==> config.mk <==
export PLATFORM = sky130hd
export DESIGN_NAME = lcg_input_gating
export DESIGN_NICKNAME = d
export VERILOG_FILES = /design/src/common/lcg_pkg.sv /design/src/core/lcg_sync.sv /design/src/core/lcg_data_select.sv /design/src/core/lcg_input_gating.sv
export VERILOG_INCLUDE_DIRS = /design/src /design/src/common
export SDC_FILE = /design/constraint.sdc
export NUM_CORES = 1
export LEC_CHECK = 0
export BUFFER_PORTS_ARGS = -buffer_cell sky130_fd_sc_hd__buf_2
export CAP_MARGIN = 20
export CORE_MARGIN = 3
export CORE_UTILIZATION = 57
export CTS_BUF_LIST = sky130_fd_sc_hd__clkbuf_2 sky130_fd_sc_hd__clkbuf_4 sky130_fd_sc_hd__clkbuf_8
export DETAILED_ROUTE_END_ITERATION = 7
export PLACE_DENSITY = 0.87
export SYNTH_ARGS = -nofsm -noshare
export SYNTH_HDL_FRONTEND = slang
export SYNTH_HIERARCHICAL = 1
export SYNTH_SLANG_ARGS = --single-unit
export TNS_END_PERCENT = 50
==> constraint.sdc <==
create_clock -name clk_i -period 2.5 [get_ports clk_i]
set_input_delay 0.375 -clock clk_i [delete_from_list [all_inputs] [get_ports clk_i]]
set_output_delay 0.375 -clock clk_i [all_outputs]
set_load 0.03 [all_outputs]
==> src/common/lcg_defs.svh <==
// Register offsets, field positions, reset values and sizes of the gating block
`ifndef LCG_DEFS_SVH
`define LCG_DEFS_SVH

// ****************************************
// Register byte offsets (one word each)
// ****************************************
`define LCG_OFS_CTRL 8'h00
`define LCG_OFS_POL 8'h04
`define LCG_OFS_SEL1 8'h08
`define LCG_OFS_SEL2 8'h0C
`define LCG_OFS_SEL3 8'h10
`define LCG_OFS_SEL4 8'h14
`define LCG_OFS_GLS0 8'h18

// ****************************************
// Field positions
// ****************************************
`define LCG_CTRL_EN_BIT 7
`define LCG_CTRL_OUT_BIT 5
`define LCG_POL_OUT_BIT 7
`define LCG_POL_GATE_MSB 3
`define LCG_SEL_W 6
`define LCG_NUM_DATA 4
`define LCG_NUM_GATES 4

// ****************************************
// Reset values
// ****************************************
`define LCG_CTRL_EN_RST 1'b0
`define LCG_POL_OUT_RST 1'b0
`define LCG_RD_UNMAPPED 8'h00

`endif

==> src/common/lcg_pkg.sv <==
// Types shared by the gating block files
package lcg_pkg;

  // ****************************************
  // Register selection
  // ****************************************
  typedef enum logic [2:0] {
    LCG_REG_CTRL = 3'b000,
    LCG_REG_POL  = 3'b001,
    LCG_REG_SEL1 = 3'b010,
    LCG_REG_SEL2 = 3'b011,
    LCG_REG_SEL3 = 3'b100,
    LCG_REG_SEL4 = 3'b101,
    LCG_REG_GLS0 = 3'b110,
    LCG_REG_NONE = 3'b111
  } lcg_reg_e;

  typedef logic [7:0] lcg_byte_t;

endpackage

==> src/core/lcg_sync.sv <==
// Two-flop synchroniser for a bus of independent level signals
`timescale 1ns/1ps
module lcg_sync #(
  parameter int W = 64
) (
  // Clock and reset
  input wire logic clk_i,
  input wire logic rst_i,
  // Asynchronous levels in, synchronous levels out
  input wire logic [W-1:0] async_i,
  output logic [W-1:0] sync_o
);

  logic [W-1:0] meta_r;
  logic [W-1:0] sync_r;

  // First stage feeds only the second stage
  always_ff @(posedge clk_i) begin
    if (rst_i) begin
      meta_r <= '0;
      sync_r <= '0;
    end else begin
      meta_r <= async_i;
      sync_r <= meta_r;
    end
  end

  assign sync_o = sync_r;

endmodule

==> src/core/lcg_data_select.sv <==
// One data selector: picks a single source signal by its code
`timescale 1ns/1ps
module lcg_data_select #(
  parameter int SEL_W = 6
) (
  // Candidate sources, indexed by code
  input wire logic [(1<<SEL_W)-1:0] src_i,
  // Code of the chosen source
  input wire logic [SEL_W-1:0] code_i,
  // Chosen signal
  output logic data_o
);

  // Plain index; every code names a source, so none is illegal
  assign data_o = src_i[code_i];

endmodule

==> src/core/lcg_input_gating.sv <==
// Input selection, gate 0 gating, polarity stages and registers of one logic cell
//
// Chosen here: the address map and the Wishbone interface to the registers.
`timescale 1ns/1ps
`include "lcg_defs.svh"

// Summary of operation
// - The cell output is inverted when the output invert bit is 1 and passed when it is 0.
// - Four gate invert bits in polarity bits 3..0 each invert their gate before the function.
// - Polarity bits 6..4 hold nothing and read as zero.
// - Four data select registers hold a 6-bit source code in bits 5..0 for data 1..4.
// - Bits 7..6 of each data select register hold nothing and read as zero.
// - Gate 0 enables pair per data input, bits 7/6 for data 4 down to bits 1/0 for data 1.
// - A set true-enable bit feeds the plain copy of its data input into gate 0.
// - A set negated-enable bit feeds the inverted copy of its data input into gate 0.
// - Reset clears the output invert and enable bits; gate inverts, selects and gate 0 enables keep their values.
// - The cell output after inversion is readable as a read-only control register bit.
// - With the enable bit clear the cell output is held at zero, otherwise it is formed.
module lcg_input_gating
  import lcg_pkg::*;
#(
  parameter int SEL_W = `LCG_SEL_W,
  parameter int NUM_SRC = 1 << `LCG_SEL_W
) (
  // Clock and reset
  input wire logic clk_i,
  input wire logic rst_i,
  // Wishbone slave
  input wire logic wb_cyc_i,
  input wire logic wb_stb_i,
  input wire logic wb_we_i,
  input wire logic [7:0] wb_adr_i,
  input wire logic [31:0] wb_dat_i,
  input wire logic [3:0] wb_sel_i,
  output logic [31:0] wb_dat_o,
  output logic wb_ack_o,
  // Candidate input signals from pins and peripherals
  input wire logic [NUM_SRC-1:0] source_i,
  // Raw gates 1..3 from the neighbouring gating logic
  input wire logic [`LCG_NUM_GATES-1:1] gate_raw_upper_i,
  // Result of the logic function, before output inversion
  input wire logic func_result_i,
  // Towards the rest of the cell
  output logic [`LCG_NUM_DATA-1:0] selected_data_o,
  output logic [`LCG_NUM_GATES-1:0] gate_o,
  output logic cell_enable_o,
  output logic cell_result_o
);

  // ****************************************
  // Declarations
  // ****************************************
  logic [NUM_SRC-1:0] src_sync;
  logic [`LCG_NUM_DATA-1:0] sel_data;
  logic [`LCG_NUM_DATA-1:0] sel_data_r;
  logic [SEL_W-1:0] data_source_r [`LCG_NUM_DATA];
  logic [7:0] gate0_en_r;
  logic [`LCG_POL_GATE_MSB:0] gate_invert_r;
  logic cell_output_invert_r;
  logic cell_enable_r;
  logic [`LCG_NUM_GATES-1:0] gate_r;
  logic cell_result_r;
  logic gate0_raw;
  logic ack_r;
  logic [31:0] rd_data_r;
  logic req;
  logic wr_en;
  lcg_reg_e reg_sel;
  logic pol_seen_r;

  // ****************************************
  // Helper functions
  // ****************************************

  // Word decode on the byte address; low two bits ignored
  function automatic lcg_reg_e decode(input logic [7:0] adr);
    logic [5:0] idx;
    idx = adr[7:2];
    if (idx == `LCG_OFS_CTRL >> 2) return LCG_REG_CTRL;
    if (idx == `LCG_OFS_POL >> 2) return LCG_REG_POL;
    if (idx == `LCG_OFS_SEL1 >> 2) return LCG_REG_SEL1;
    if (idx == `LCG_OFS_SEL2 >> 2) return LCG_REG_SEL2;
    if (idx == `LCG_OFS_SEL3 >> 2) return LCG_REG_SEL3;
    if (idx == `LCG_OFS_SEL4 >> 2) return LCG_REG_SEL4;
    if (idx == `LCG_OFS_GLS0 >> 2) return LCG_REG_GLS0;
    return LCG_REG_NONE;
  endfunction

  // Select register image, unused top bits forced low
  function automatic lcg_byte_t sel_image(input logic [SEL_W-1:0] code);
    lcg_byte_t img;
    img = '0;
    img[SEL_W-1:0] = code;
    return img;
  endfunction

  // ****************************************
  // Input synchronisation and data selection
  // ****************************************

  // Sources are asynchronous to clk_i
  lcg_sync #(
    .W(NUM_SRC)
  ) u_sync (
    .clk_i(clk_i),
    .rst_i(rst_i),
    .async_i(source_i),
    .sync_o(src_sync)
  );

  // One selector per data input
  for (genvar d = 0; d < `LCG_NUM_DATA; d++) begin : g_sel
    lcg_data_select #(
      .SEL_W(SEL_W)
    ) u_sel (
      .src_i(src_sync),
      .code_i(data_source_r[d]),
      .data_o(sel_data[d])
    );
  end

  // Registered so the selected data leaves from a flop
  always_ff @(posedge clk_i) begin
    if (rst_i) begin
      sel_data_r <= '0;
    end else begin
      sel_data_r <= sel_data;
    end
  end

  // ****************************************
  // Gate 0 and polarity stages
  // ****************************************

  // Pair {true, negated} per data input, data 4 at the top
  always_comb begin
    gate0_raw = 1'b0;
    for (int d = 0; d < `LCG_NUM_DATA; d++) begin
      gate0_raw = gate0_raw | (gate0_en_r[2*d+1] & sel_data_r[d]);
      gate0_raw = gate0_raw | (gate0_en_r[2*d] & ~sel_data_r[d]);
    end
  end

  // Gate inversion before the logic function
  always_ff @(posedge clk_i) begin
    if (rst_i) begin
      gate_r <= '0;
    end else begin
      gate_r <= {gate_raw_upper_i, gate0_raw} ^ gate_invert_r;
    end
  end

  // Disabled cell shows zero whatever the polarity bit says
  always_ff @(posedge clk_i) begin
    if (rst_i) begin
      cell_result_r <= 1'b0;
    end else begin
      cell_result_r <= cell_enable_r & (func_result_i ^ cell_output_invert_r);
    end
  end

  // ****************************************
  // Wishbone handshake
  // ****************************************

  // Writes land at the same edge at which the master sees ack
  assign req = wb_cyc_i & wb_stb_i;
  assign reg_sel = decode(wb_adr_i);
  assign wr_en = req & wb_we_i & ack_r & wb_sel_i[0];

  // Ack one cycle after the request, dropped the cycle after
  always_ff @(posedge clk_i) begin
    if (rst_i) begin
      ack_r <= 1'b0;
    end else begin
      ack_r <= req & ~ack_r;
    end
  end

  // ****************************************
  // Register storage
  // ****************************************

  // Enable cleared on every reset
  always_ff @(posedge clk_i) begin
    if (rst_i) begin
      cell_enable_r <= `LCG_CTRL_EN_RST;
    end else if (wr_en && reg_sel == LCG_REG_CTRL) begin
      cell_enable_r <= wb_dat_i[`LCG_CTRL_EN_BIT];
    end
  end

  // Output invert cleared on every reset
  always_ff @(posedge clk_i) begin
    if (rst_i) begin
      cell_output_invert_r <= `LCG_POL_OUT_RST;
    end else if (wr_en && reg_sel == LCG_REG_POL) begin
      cell_output_invert_r <= wb_dat_i[`LCG_POL_OUT_BIT];
    end
  end

  // Gate invert bits power up unknown, so the gate check waits for a write
  always_ff @(posedge clk_i) begin
    if (rst_i) begin
      pol_seen_r <= 1'b0;
    end else if (wr_en && reg_sel == LCG_REG_POL) begin
      pol_seen_r <= 1'b1;
    end
  end

  // Selection and gating values survive a reset, unknown at power-up
  always_ff @(posedge clk_i) begin
    if (!rst_i && wr_en) begin
      unique case (reg_sel)
        LCG_REG_POL: gate_invert_r <= wb_dat_i[`LCG_POL_GATE_MSB:0];
        LCG_REG_SEL1: data_source_r[0] <= wb_dat_i[SEL_W-1:0];
        LCG_REG_SEL2: data_source_r[1] <= wb_dat_i[SEL_W-1:0];
        LCG_REG_SEL3: data_source_r[2] <= wb_dat_i[SEL_W-1:0];
        LCG_REG_SEL4: data_source_r[3] <= wb_dat_i[SEL_W-1:0];
        LCG_REG_GLS0: gate0_en_r <= wb_dat_i[7:0];
        LCG_REG_CTRL, LCG_REG_NONE: begin
        end
      endcase
    end
  end

  // ****************************************
  // Read path
  // ****************************************

  // Captured with ack; unmapped words read as zero
  always_ff @(posedge clk_i) begin
    if (rst_i) begin
      rd_data_r <= '0;
    end else if (req && !ack_r) begin
      rd_data_r <= '0;
      unique case (reg_sel)
        LCG_REG_CTRL: begin
          rd_data_r[`LCG_CTRL_EN_BIT] <= cell_enable_r;
          rd_data_r[`LCG_CTRL_OUT_BIT] <= cell_result_r;
        end
        LCG_REG_POL: begin
          rd_data_r[`LCG_POL_OUT_BIT] <= cell_output_invert_r;
          rd_data_r[`LCG_POL_GATE_MSB:0] <= gate_invert_r;
        end
        LCG_REG_SEL1: rd_data_r[7:0] <= sel_image(data_source_r[0]);
        LCG_REG_SEL2: rd_data_r[7:0] <= sel_image(data_source_r[1]);
        LCG_REG_SEL3: rd_data_r[7:0] <= sel_image(data_source_r[2]);
        LCG_REG_SEL4: rd_data_r[7:0] <= sel_image(data_source_r[3]);
        LCG_REG_GLS0: rd_data_r[7:0] <= gate0_en_r;
        LCG_REG_NONE: rd_data_r[7:0] <= `LCG_RD_UNMAPPED;
      endcase
    end
  end

  // ****************************************
  // Outputs
  // ****************************************

  // All straight from flops
  assign wb_ack_o = ack_r;
  assign wb_dat_o = rd_data_r;
  assign selected_data_o = sel_data_r;
  assign gate_o = gate_r;
  assign cell_enable_o = cell_enable_r;
  assign cell_result_o = cell_result_r;

  // ****************************************
  // Assertions
  // ****************************************

  property p_out_polarity;
    @(posedge clk_i) disable iff (rst_i)
      $past(cell_enable_r) |-> cell_result_r == ($past(func_result_i) ^ $past(cell_output_invert_r));
  endproperty
  a_out_polarity: assert property (p_out_polarity)
    else $error("cell result does not follow output invert");

  property p_gate_polarity;
    @(posedge clk_i) disable iff (rst_i)
      pol_seen_r |=> gate_r[3:1] == ($past(gate_raw_upper_i) ^ $past(gate_invert_r[3:1]));
  endproperty
  a_gate_polarity: assert property (p_gate_polarity)
    else $error("upper gate inversion wrong");

  property p_pol_reserved;
    @(posedge clk_i) disable iff (rst_i)
      ack_r && !wb_we_i && reg_sel == LCG_REG_POL |-> wb_dat_o[6:4] == 3'h0;
  endproperty
  a_pol_reserved: assert property (p_pol_reserved)
    else $error("polarity reserved bits not zero");

  property p_sel_store;
    @(posedge clk_i) disable iff (rst_i)
      wr_en && reg_sel == LCG_REG_SEL1 ##2 req && !wb_we_i && reg_sel == LCG_REG_SEL1 && !ack_r
      |=> wb_dat_o[SEL_W-1:0] == $past(wb_dat_i[SEL_W-1:0], 3);
  endproperty
  a_sel_store: assert property (p_sel_store)
    else $error("data 1 select readback mismatch");

  property p_sel_reserved;
    @(posedge clk_i) disable iff (rst_i)
      ack_r && !wb_we_i && (reg_sel inside {LCG_REG_SEL1, LCG_REG_SEL2, LCG_REG_SEL3,
        LCG_REG_SEL4}) |-> wb_dat_o[7:6] == 2'h0;
  endproperty
  a_sel_reserved: assert property (p_sel_reserved)
    else $error("select reserved bits not zero");

  property p_g0_data4_true;
    @(posedge clk_i) disable iff (rst_i)
      gate0_en_r == 8'h80 |=> gate_r[0] == ($past(sel_data_r[3]) ^ $past(gate_invert_r[0]));
  endproperty
  a_g0_data4_true: assert property (p_g0_data4_true)
    else $error("gate 0 bit 7 does not pass data 4");

  property p_g0_true;
    @(posedge clk_i) disable iff (rst_i)
      gate0_en_r == 8'h02 && !gate_invert_r[0] |=> gate_r[0] == $past(sel_data_r[0]);
  endproperty
  a_g0_true: assert property (p_g0_true)
    else $error("gate 0 true copy of data 1 wrong");

  property p_g0_neg;
    @(posedge clk_i) disable iff (rst_i)
      gate0_en_r == 8'h01 && !gate_invert_r[0] |=> gate_r[0] == !$past(sel_data_r[0]);
  endproperty
  a_g0_neg: assert property (p_g0_neg)
    else $error("gate 0 inverted copy of data 1 wrong");

  property p_reset_keep;
    @(posedge clk_i)
      rst_i |=> !cell_output_invert_r && !cell_enable_r && $stable(gate0_en_r);
  endproperty
  a_reset_keep: assert property (p_reset_keep)
    else $error("reset handling of polarity or gating wrong");

  property p_readback;
    @(posedge clk_i) disable iff (rst_i)
      ack_r && !wb_we_i && reg_sel == LCG_REG_CTRL |-> wb_dat_o[5] == $past(cell_result_r);
  endproperty
  a_readback: assert property (p_readback)
    else $error("readback bit differs from cell result");

  property p_disabled_zero;
    @(posedge clk_i) disable iff (rst_i)
      !cell_enable_r |=> !cell_result_r;
  endproperty
  a_disabled_zero: assert property (p_disabled_zero)
    else $error("disabled cell output not zero");

  property p_g0_empty;
    @(posedge clk_i) disable iff (rst_i)
      gate0_en_r == 8'h00 |=> gate_r[0] == $past(gate_invert_r[0]);
  endproperty
  a_g0_empty: assert property (p_g0_empty)
    else $error("empty gate 0 not zero before inversion");

endmodule

==> flow_metrics.py, run 1 <==
metrics = {
    "die": {
        "core_area_mm2": 0.0140,
        "pin_count": 160,
        "row_count": 43,
        "die_x_um": 127,
        "start_util_pct": 59.0,
        "die_h_um": 127,
        "die_area_mm2": 0.0160,
    },
    "clock_tree": {
        "cts_root_buf": "clkbuf_8",
        "htree_levels": 4,
        "ctsLongestPathBuffers": 2,
        "cts_buffers": 17,
        "clock_sinks": 184,
        "clock_latency_ns": 0.46,
        "cts_tree": "yes",
        "cts-hold-fix-buffers": 0,
        "cts_setup_buffers": 0,
        "cts_resized": 0,
        "cts.reportedPaths.clkPinSlew_ns": 0.09,
    },
    "sta": {
        "setup_viol": 0,
        "slew-limit-headroom_pct": 45.2,
        "hold_violations": 0,
        "rsz0062_at_grt": "no",
        "tns_ns": 0,
        "max_freq_mhz": 462,
        "slew_violations": 0,
        "fin_crit_ns": 2.17,
        "skew_ns": 0.00933,
        "tightest_slew_ns": 0.822,
        "fin_crit_sh_pct": 86.7,
        "setup_slack_ns": 0.333,
    },
    "global_routing": {
        "grt-ovfl-total": 0,
        "grt_max_degree": 93,
        "grt_pass1_vias": 5503,
        "grt_pass1_wl_um": 28300,
        "antenna_found_initial": 0,
        "grt_usage_pct": 22.8,
    },
    "logic_synthesis": {
        "yosys_warnings": 6,
        "avgSynthCellArea_um2": 11.6,
        "synthDominantCellAreaShare_pct": 35.8,
        "synth_area_mm2": 0.00828,
        "synth_seq_area_share_pct": 48.8,
        "ys_top_cells_by_count": "148 x dfxtp_1, 140 x nor2b_1, 46 x nor2_1, 44 x mux4_2, 36 x edfxtp_1",
        "ys_async_sr_fraction_pct": 0,
        "yosysUniqueCellTypes": 45,
        "synth_area_leaders": "dfxtp_1 36%, edfxtp_1 13%, mux4_2 12%",
        "synth_edf_count": 36,
        "synthFlopType": "dfxtp_1",
        "yosysMostFrequentCell": "dfxtp_1",
        "synth_area_leader_cell": "dfxtp_1",
        "yosys_register_bits": 184,
        "postSynthCellCount": 717,
    },
    "critical_path": {
        "crit_top_cell": "a211oi_2",
        "required_ns": 2.84,
        "cp_cell_sequence": "buf_12 -> mux4_2 -> o2111ai_1 -> nand3_1 -> a211oi_2 -> a211oi_2 -> nor2b_1",
        "slowest_stage": "edfxtp_1",
        "arrival_ns": 2.51,
        "critical_path_class": "register to register",
        "worstPathMaxFanout": 13,
        "cp-start-kind": "register",
        "critPathCaptureType": "register",
        "critPathMaxStageDelay_ns": 0.56,
    },
    "placed_design": {
        "port_buffers": 106,
        "dpl_cell_area_mm2": 0.00890,
        "gp_congestion": 0.987,
        "place_hpwl_um": 13300,
        "post-place-ws_ns": 0.359,
    },
    "power_and_ir_drop": {
        "comb_power_share_pct": 7.1,
        "netSwitchingFraction_pct": 22.9,
        "power_frac_clock_pct": 36.3,
        "power.internal_mw": 4.33,
        "power_density_mw_per_mm2": 604,
        "power_leakage_nw": 3.68,
        "switchingPower_mw": 1.29,
        "peakVddDrop_uv": 576,
        "seqPwrFrac_pct": 56.6,
        "finalPower_mw": 5.62,
    },
    "hold_path": {
        "hp-class": "primary input to register",
    },
    "layout": {
        "fillers": 1092,
        "stdcell_area_mm2": 0.00932,
        "areaGrowthSynthToFinish_pct": 12.5,
        "num_antenna_cells": 0,
        "fin_nets": 937,
        "drive_gt1_share_pct": 27.3,
    },
    "routing": {
        "dr.max_layer_used": "met4",
        "ant_nets": 0,
        "routed-wl-met3_um": 1530,
        "wl_met1_um": 6950,
        "dr.pass1.iters": 5,
        "finalWirelength_um": 17900,
        "wl_per_cell_um": 17.7,
        "drtIter0Drc": 504,
        "via_per_inst": 5.67,
        "drc": 0,
        "wl_met2_um": 8740,
        "vias": 5733,
    },
    "run": {
        "cap_violations": 0,
    },
    "run_status": {
        "outcome": "finished clean",
    },
}
-- placed cells by master (no fill, tap or decap), types with 9 or more instances in the layout --
| cell | instances |
|---|---|
| nor3_1 | 9 |
| clkbuf_8 | 18 |
| nand2b_1 | 10 |
| conb_1 | 24 |
| mux4_2 | 44 |
| a211oi_1 | 9 |
| a21oi_1 | 11 |
| buf_2 | 105 |
| mux2i_1 | 35 |
| nor2b_1 | 140 |
| dfxtp_1 | 148 |
| and3_1 | 9 |
| inv_1 | 19 |
| nand2_1 | 18 |
| nand3_1 | 12 |
| buf_4 | 24 |
| edfxtp_1 | 36 |
| nor4_1 | 12 |
| nor2_1 | 46 |
-- power by group through the flow --
stage	clock, mW	sequential, mW	combinational (mW)
finish	2.04	3.18	0.400
global route	2.20	3.19	0.441
CTS	2.10	3.18	0.402
detailed placement	0	3.25	0.400
global placement	0	3.24	0.392
floorplan	0	3.25	0.298
-- area by class of cell --
| class | instances | area, um2 | share of cell area, % |
|---|---|---|---|
| sequential | 184 | 4040 | 43.4 |
| multi-input combinational | 466 | 3790 | 40.7 |
| timing repair buffer | 132 | 766 | 8.22 |
| clock buffer | 18 | 248 | 2.66 |
| tap | 180 | 225 | 2.42 |
| clock inverter | 13 | 166 | 1.79 |
| inverter | 19 | 71.3 | 0.766 |
-- registers in the layout (all words and copies together) (netlist names) --
| register | cells |
|---|---|
| u_sync/sync_o | 64 |
| cell_result_o | 1 |
| wb_ack_o | 1 |
| cell_output_invert_r | 1 |
| wb_dat_o | 8 |
| gate_o | 4 |
| data_source_r | 24 |
| selected_data_o | 4 |
| cell_enable_o | 1 |
| gate0_en_r | 8 |
| gate_invert_r | 4 |
| u_sync/meta_r | 64 |
-- routing by layer --
layer / up-vias / global-route usage, %
li1: 2714 / -
met1: 2676 / 28.1
met2: 292 / 38.2
met3: 51 / 5.22
met4: 0 / 10.8
met5: - / 0
-- through the flow --
stage               hold WS, ns  std cells  utilization (%)
floorplan                 0.414        740                -
global placement          0.415        981             63.4
detailed placement        0.422        981             63.4
CTS                      0.0558       1012             66.3
global route             0.0654       1012             66.3
finish                   0.0913       1012             66.3
-- critical path, delay by kind of cell, from the launching register on --
family	cells	cell delay [ns]
mux	1	0.56
simple gates	2	0.25
buf+inv	1	0.22
flops	1	0.56
compound gates	3	0.46
-- cells by family (layout without fill, tap and decap cells) --
| group | count (synthesis) | in the layout | synth area share [%] |
|---|---|---|---|
| muxes | 88 | 88 | 18.1 |
| buffers and inverters | 90 | 182 | 6.39 |
| and+or+nand+nor | 278 | 278 | 19.1 |
| xor gates and xnor gates | 5 | 5 | 0.529 |
| DFF | 184 | 184 | 48.8 |
| AOI/OAI and AO/OA | 71 | 71 | 6.98 |
| other | 1 | 24 | 0.0453 |
-- path summary, 6_finish.rpt --
check                                                   start                       endpoint  slack [ns]  cells past startpoint
worst min register to register   u_sync/meta_r[26]$_SDFF_PP0_   u_sync/sync_o[26]$_SDFF_PP0_        0.44                      1
worst max-delay path            data_source_r[1][0]$_DFFE_PP_  selected_data_o[1]$_SDFF_PP0_        0.33                      7
worst min-delay path                              wb_dat_i[6]        gate0_en_r[6]$_DFFE_PP_        0.09                      1
worst max register to register  data_source_r[1][0]$_DFFE_PP_  selected_data_o[1]$_SDFF_PP0_        0.33                      7
Note: power is estimated with default switching activity, not from simulation.
==> run 2: changes to the inputs <==
REMOVE_ABC_BUFFERS = 1   (was default)
==> flow_metrics.py, run 2 (same netlist as run 1, synthesis figures left out) <==
metrics = {
    "run_status": {
        "outcome": "finished clean",
    },
    "die": {
        "core_area_mm2": 0.0140,
        "start_util_pct": 59.0,
        "die_area_mm2": 0.0160,
        "die_h_um": 127,
        "pin_count": 160,
        "die_x_um": 127,
        "row_count": 43,
    },
    "layout": {
        "fin_nets": 932,
        "num_antenna_cells": 0,
        "final_cell_mix": "148 x dfxtp_1, 140 x nor2b_1, 105 x buf_2, 46 x nor2_1, 44 x mux4_2",
        "areaGrowthSynthToFinish_pct": 12.3,
        "drive_gt1_share_pct": 26.7,
        "layout_commonest_cell": "dfxtp_1",
    },
    "critical_path": {
        "critPathCaptureType": "register",
        "critical_path_class": "register to register",
        "rr_startpoint": "data_source_r[3][0]$_DFFE_PP_",
        "cp_cell_sequence": "mux4_1 -> o2111ai_1 -> nand3_1 -> a211oi_2 -> a211oi_2 -> nor2b_1",
        "critPathMaxStageDelay_ns": 0.63,
        "slowest_stage": "mux4_1",
        "r2r_end": "selected_data_o[3]$_SDFF_PP0_",
        "ff2ff_setup_slack_ns": 0.25,
        "crit_top_cell": "a211oi_2",
        "arrival_ns": 2.59,
        "cp_num_buf_inv": 0,
        "required_ns": 2.84,
        "worstPathMaxFanout": 6,
        "reg2reg_depth": 6,
        "cp-start-kind": "register",
        "cp_top_family": "multiplexers",
    },
    "placed_design": {
        "port_buffers": 106,
        "place_hpwl_um": 13400,
        "post-place-ws_ns": 0.282,
        "gp_congestion": 1.01,
    },
    "clock_tree": {
        "cts_setup_buffers": 0,
        "cts_resized": 0,
        "clock_latency_ns": 0.46,
        "ctsLongestPathBuffers": 2,
        "htree_levels": 4,
        "cts_buffers": 17,
        "clock_sinks": 184,
        "cts.reportedPaths.clkPinSlew_ns": 0.09,
        "cts_tree": "yes",
        "cts-hold-fix-buffers": 0,
        "cts_root_buf": "clkbuf_8",
    },
    "routing": {
        "wl_per_cell_um": 18.0,
        "finalWirelength_um": 18200,
        "ant_nets": 0,
        "via_per_inst": 5.77,
        "dr.pass1.iters": 5,
        "drc": 0,
        "vias": 5812,
        "drtIter0Drc": 502,
    },
    "run": {
        "cap_violations": 0,
    },
    "sta": {
        "rsz0062_at_grt": "no",
        "skew_ns": 0.0142,
        "holdWs_ns": 0.104,
        "slew-limit-headroom_pct": 44.3,
        "max_freq_mhz": 444,
        "setup_viol": 0,
        "setup_slack_ns": 0.250,
        "tns_ns": 0,
        "hold_violations": 0,
        "fin_crit_sh_pct": 90.0,
        "slew_violations": 0,
        "fin_crit_ns": 2.25,
        "tightest_slew_ns": 0.835,
    },
    "hold_path": {
        "min_to": "gate0_en_r[6]$_DFFE_PP_",
        "holdCritStartpoint": "wb_dat_i[6]",
        "hp-class": "primary input to register",
        "hold_path_depth": 1,
    },
    "power_and_ir_drop": {
        "peakVddDrop_uv": 419,
        "power_density_mw_per_mm2": 623,
        "finalPower_mw": 5.79,
        "power_leakage_nw": 3.66,
    },
    "global_routing": {
        "grt_pass1_vias": 5390,
        "grt-ovfl-total": 0,
        "antenna_found_initial": 2,
        "grt_pass1_wl_um": 28300,
        "grt_max_degree": 94,
        "grt_usage_pct": 22.8,
    },
}
## run 2: changes by cell type in the layout (fill, tap and decap cells not counted), moves of 2 or more
cell	previous run	this run
buf_12	3	1
buf_4	24	21
bufinv_16	3	5
clkinv_1	0	2
clkinv_4	1	3
inv_4	2	0
inv_6	3	1
## run 2: worst max-delay path by stage
stage                                       start                             to  slack [ns]  depth (start not counted)
finish              data_source_r[3][0]$_DFFE_PP_  selected_data_o[3]$_SDFF_PP0_        0.25                          6
global route        data_source_r[2][0]$_DFFE_PP_  selected_data_o[2]$_SDFF_PP0_        0.16                          6
CTS                 data_source_r[2][0]$_DFFE_PP_  selected_data_o[2]$_SDFF_PP0_        0.27                          6
detailed placement                    wb_adr_i[7]  data_source_r[3][1]$_DFFE_PP_        0.28                          4
global placement                      wb_adr_i[7]  data_source_r[3][0]$_DFFE_PP_        0.28                          4
floorplan           data_source_r[3][0]$_DFFE_PP_  selected_data_o[3]$_SDFF_PP0_        0.15                          6
## run 2: final cells by class
class | count | area, um2
Multi-Input combinational cell | 466 | 3790
Clock inverter | 15 | 224
Fill cell | 1128 | 4750
Clock buffer | 17 | 234
Sequential cell | 184 | 4040
Inverter | 19 | 71.3
Timing Repair Buffer | 127 | 703
Tap cell | 180 | 225
## run 2: stage by stage
stage                     cell area, um2  utilization, %  std cells
after detailed placement            8840            62.9        976
final                               9300            66.2       1008
after global placement              8840            62.9        976
after global routing                9300            66.2       1008
after CTS                           9300            66.2       1008
after floorplan                     7910               -        669
## run 2: where the power goes
| group | internal, mW | leakage [nW] | switching (mW) | total [mW] |
|---|---|---|---|---|
| clock | 1.19 | 0.223 | 1.01 | 2.21 |
| combinational | 0.187 | 1.89 | 0.215 | 0.402 |
| sequential | 3.13 | 1.55 | 0.0560 | 3.18 |
## run 2: worst reg2reg max path, cell delays in order, from the launching register on
cell and delay [ns]:
edfxtp_1 0.58, mux4_1 0.63, o2111ai_1 0.20, nand3_1 0.16, a211oi_2 0.29, a211oi_2 0.12
nor2b_1 0.15
## run 2: routing by layer
| layer | vias to the layer above | GRT usage [%] | share of wire [%] |
|---|---|---|---|
| met5 | - | 0 | 0.12 |
| met4 | 4 | 11.5 | 4.4 |
| met3 | 69 | 6.15 | 9.8 |
| met2 | 346 | 36.5 | 47 |
| met1 | 2679 | 28.7 | 38 |
| li1 | 2714 | - | - |
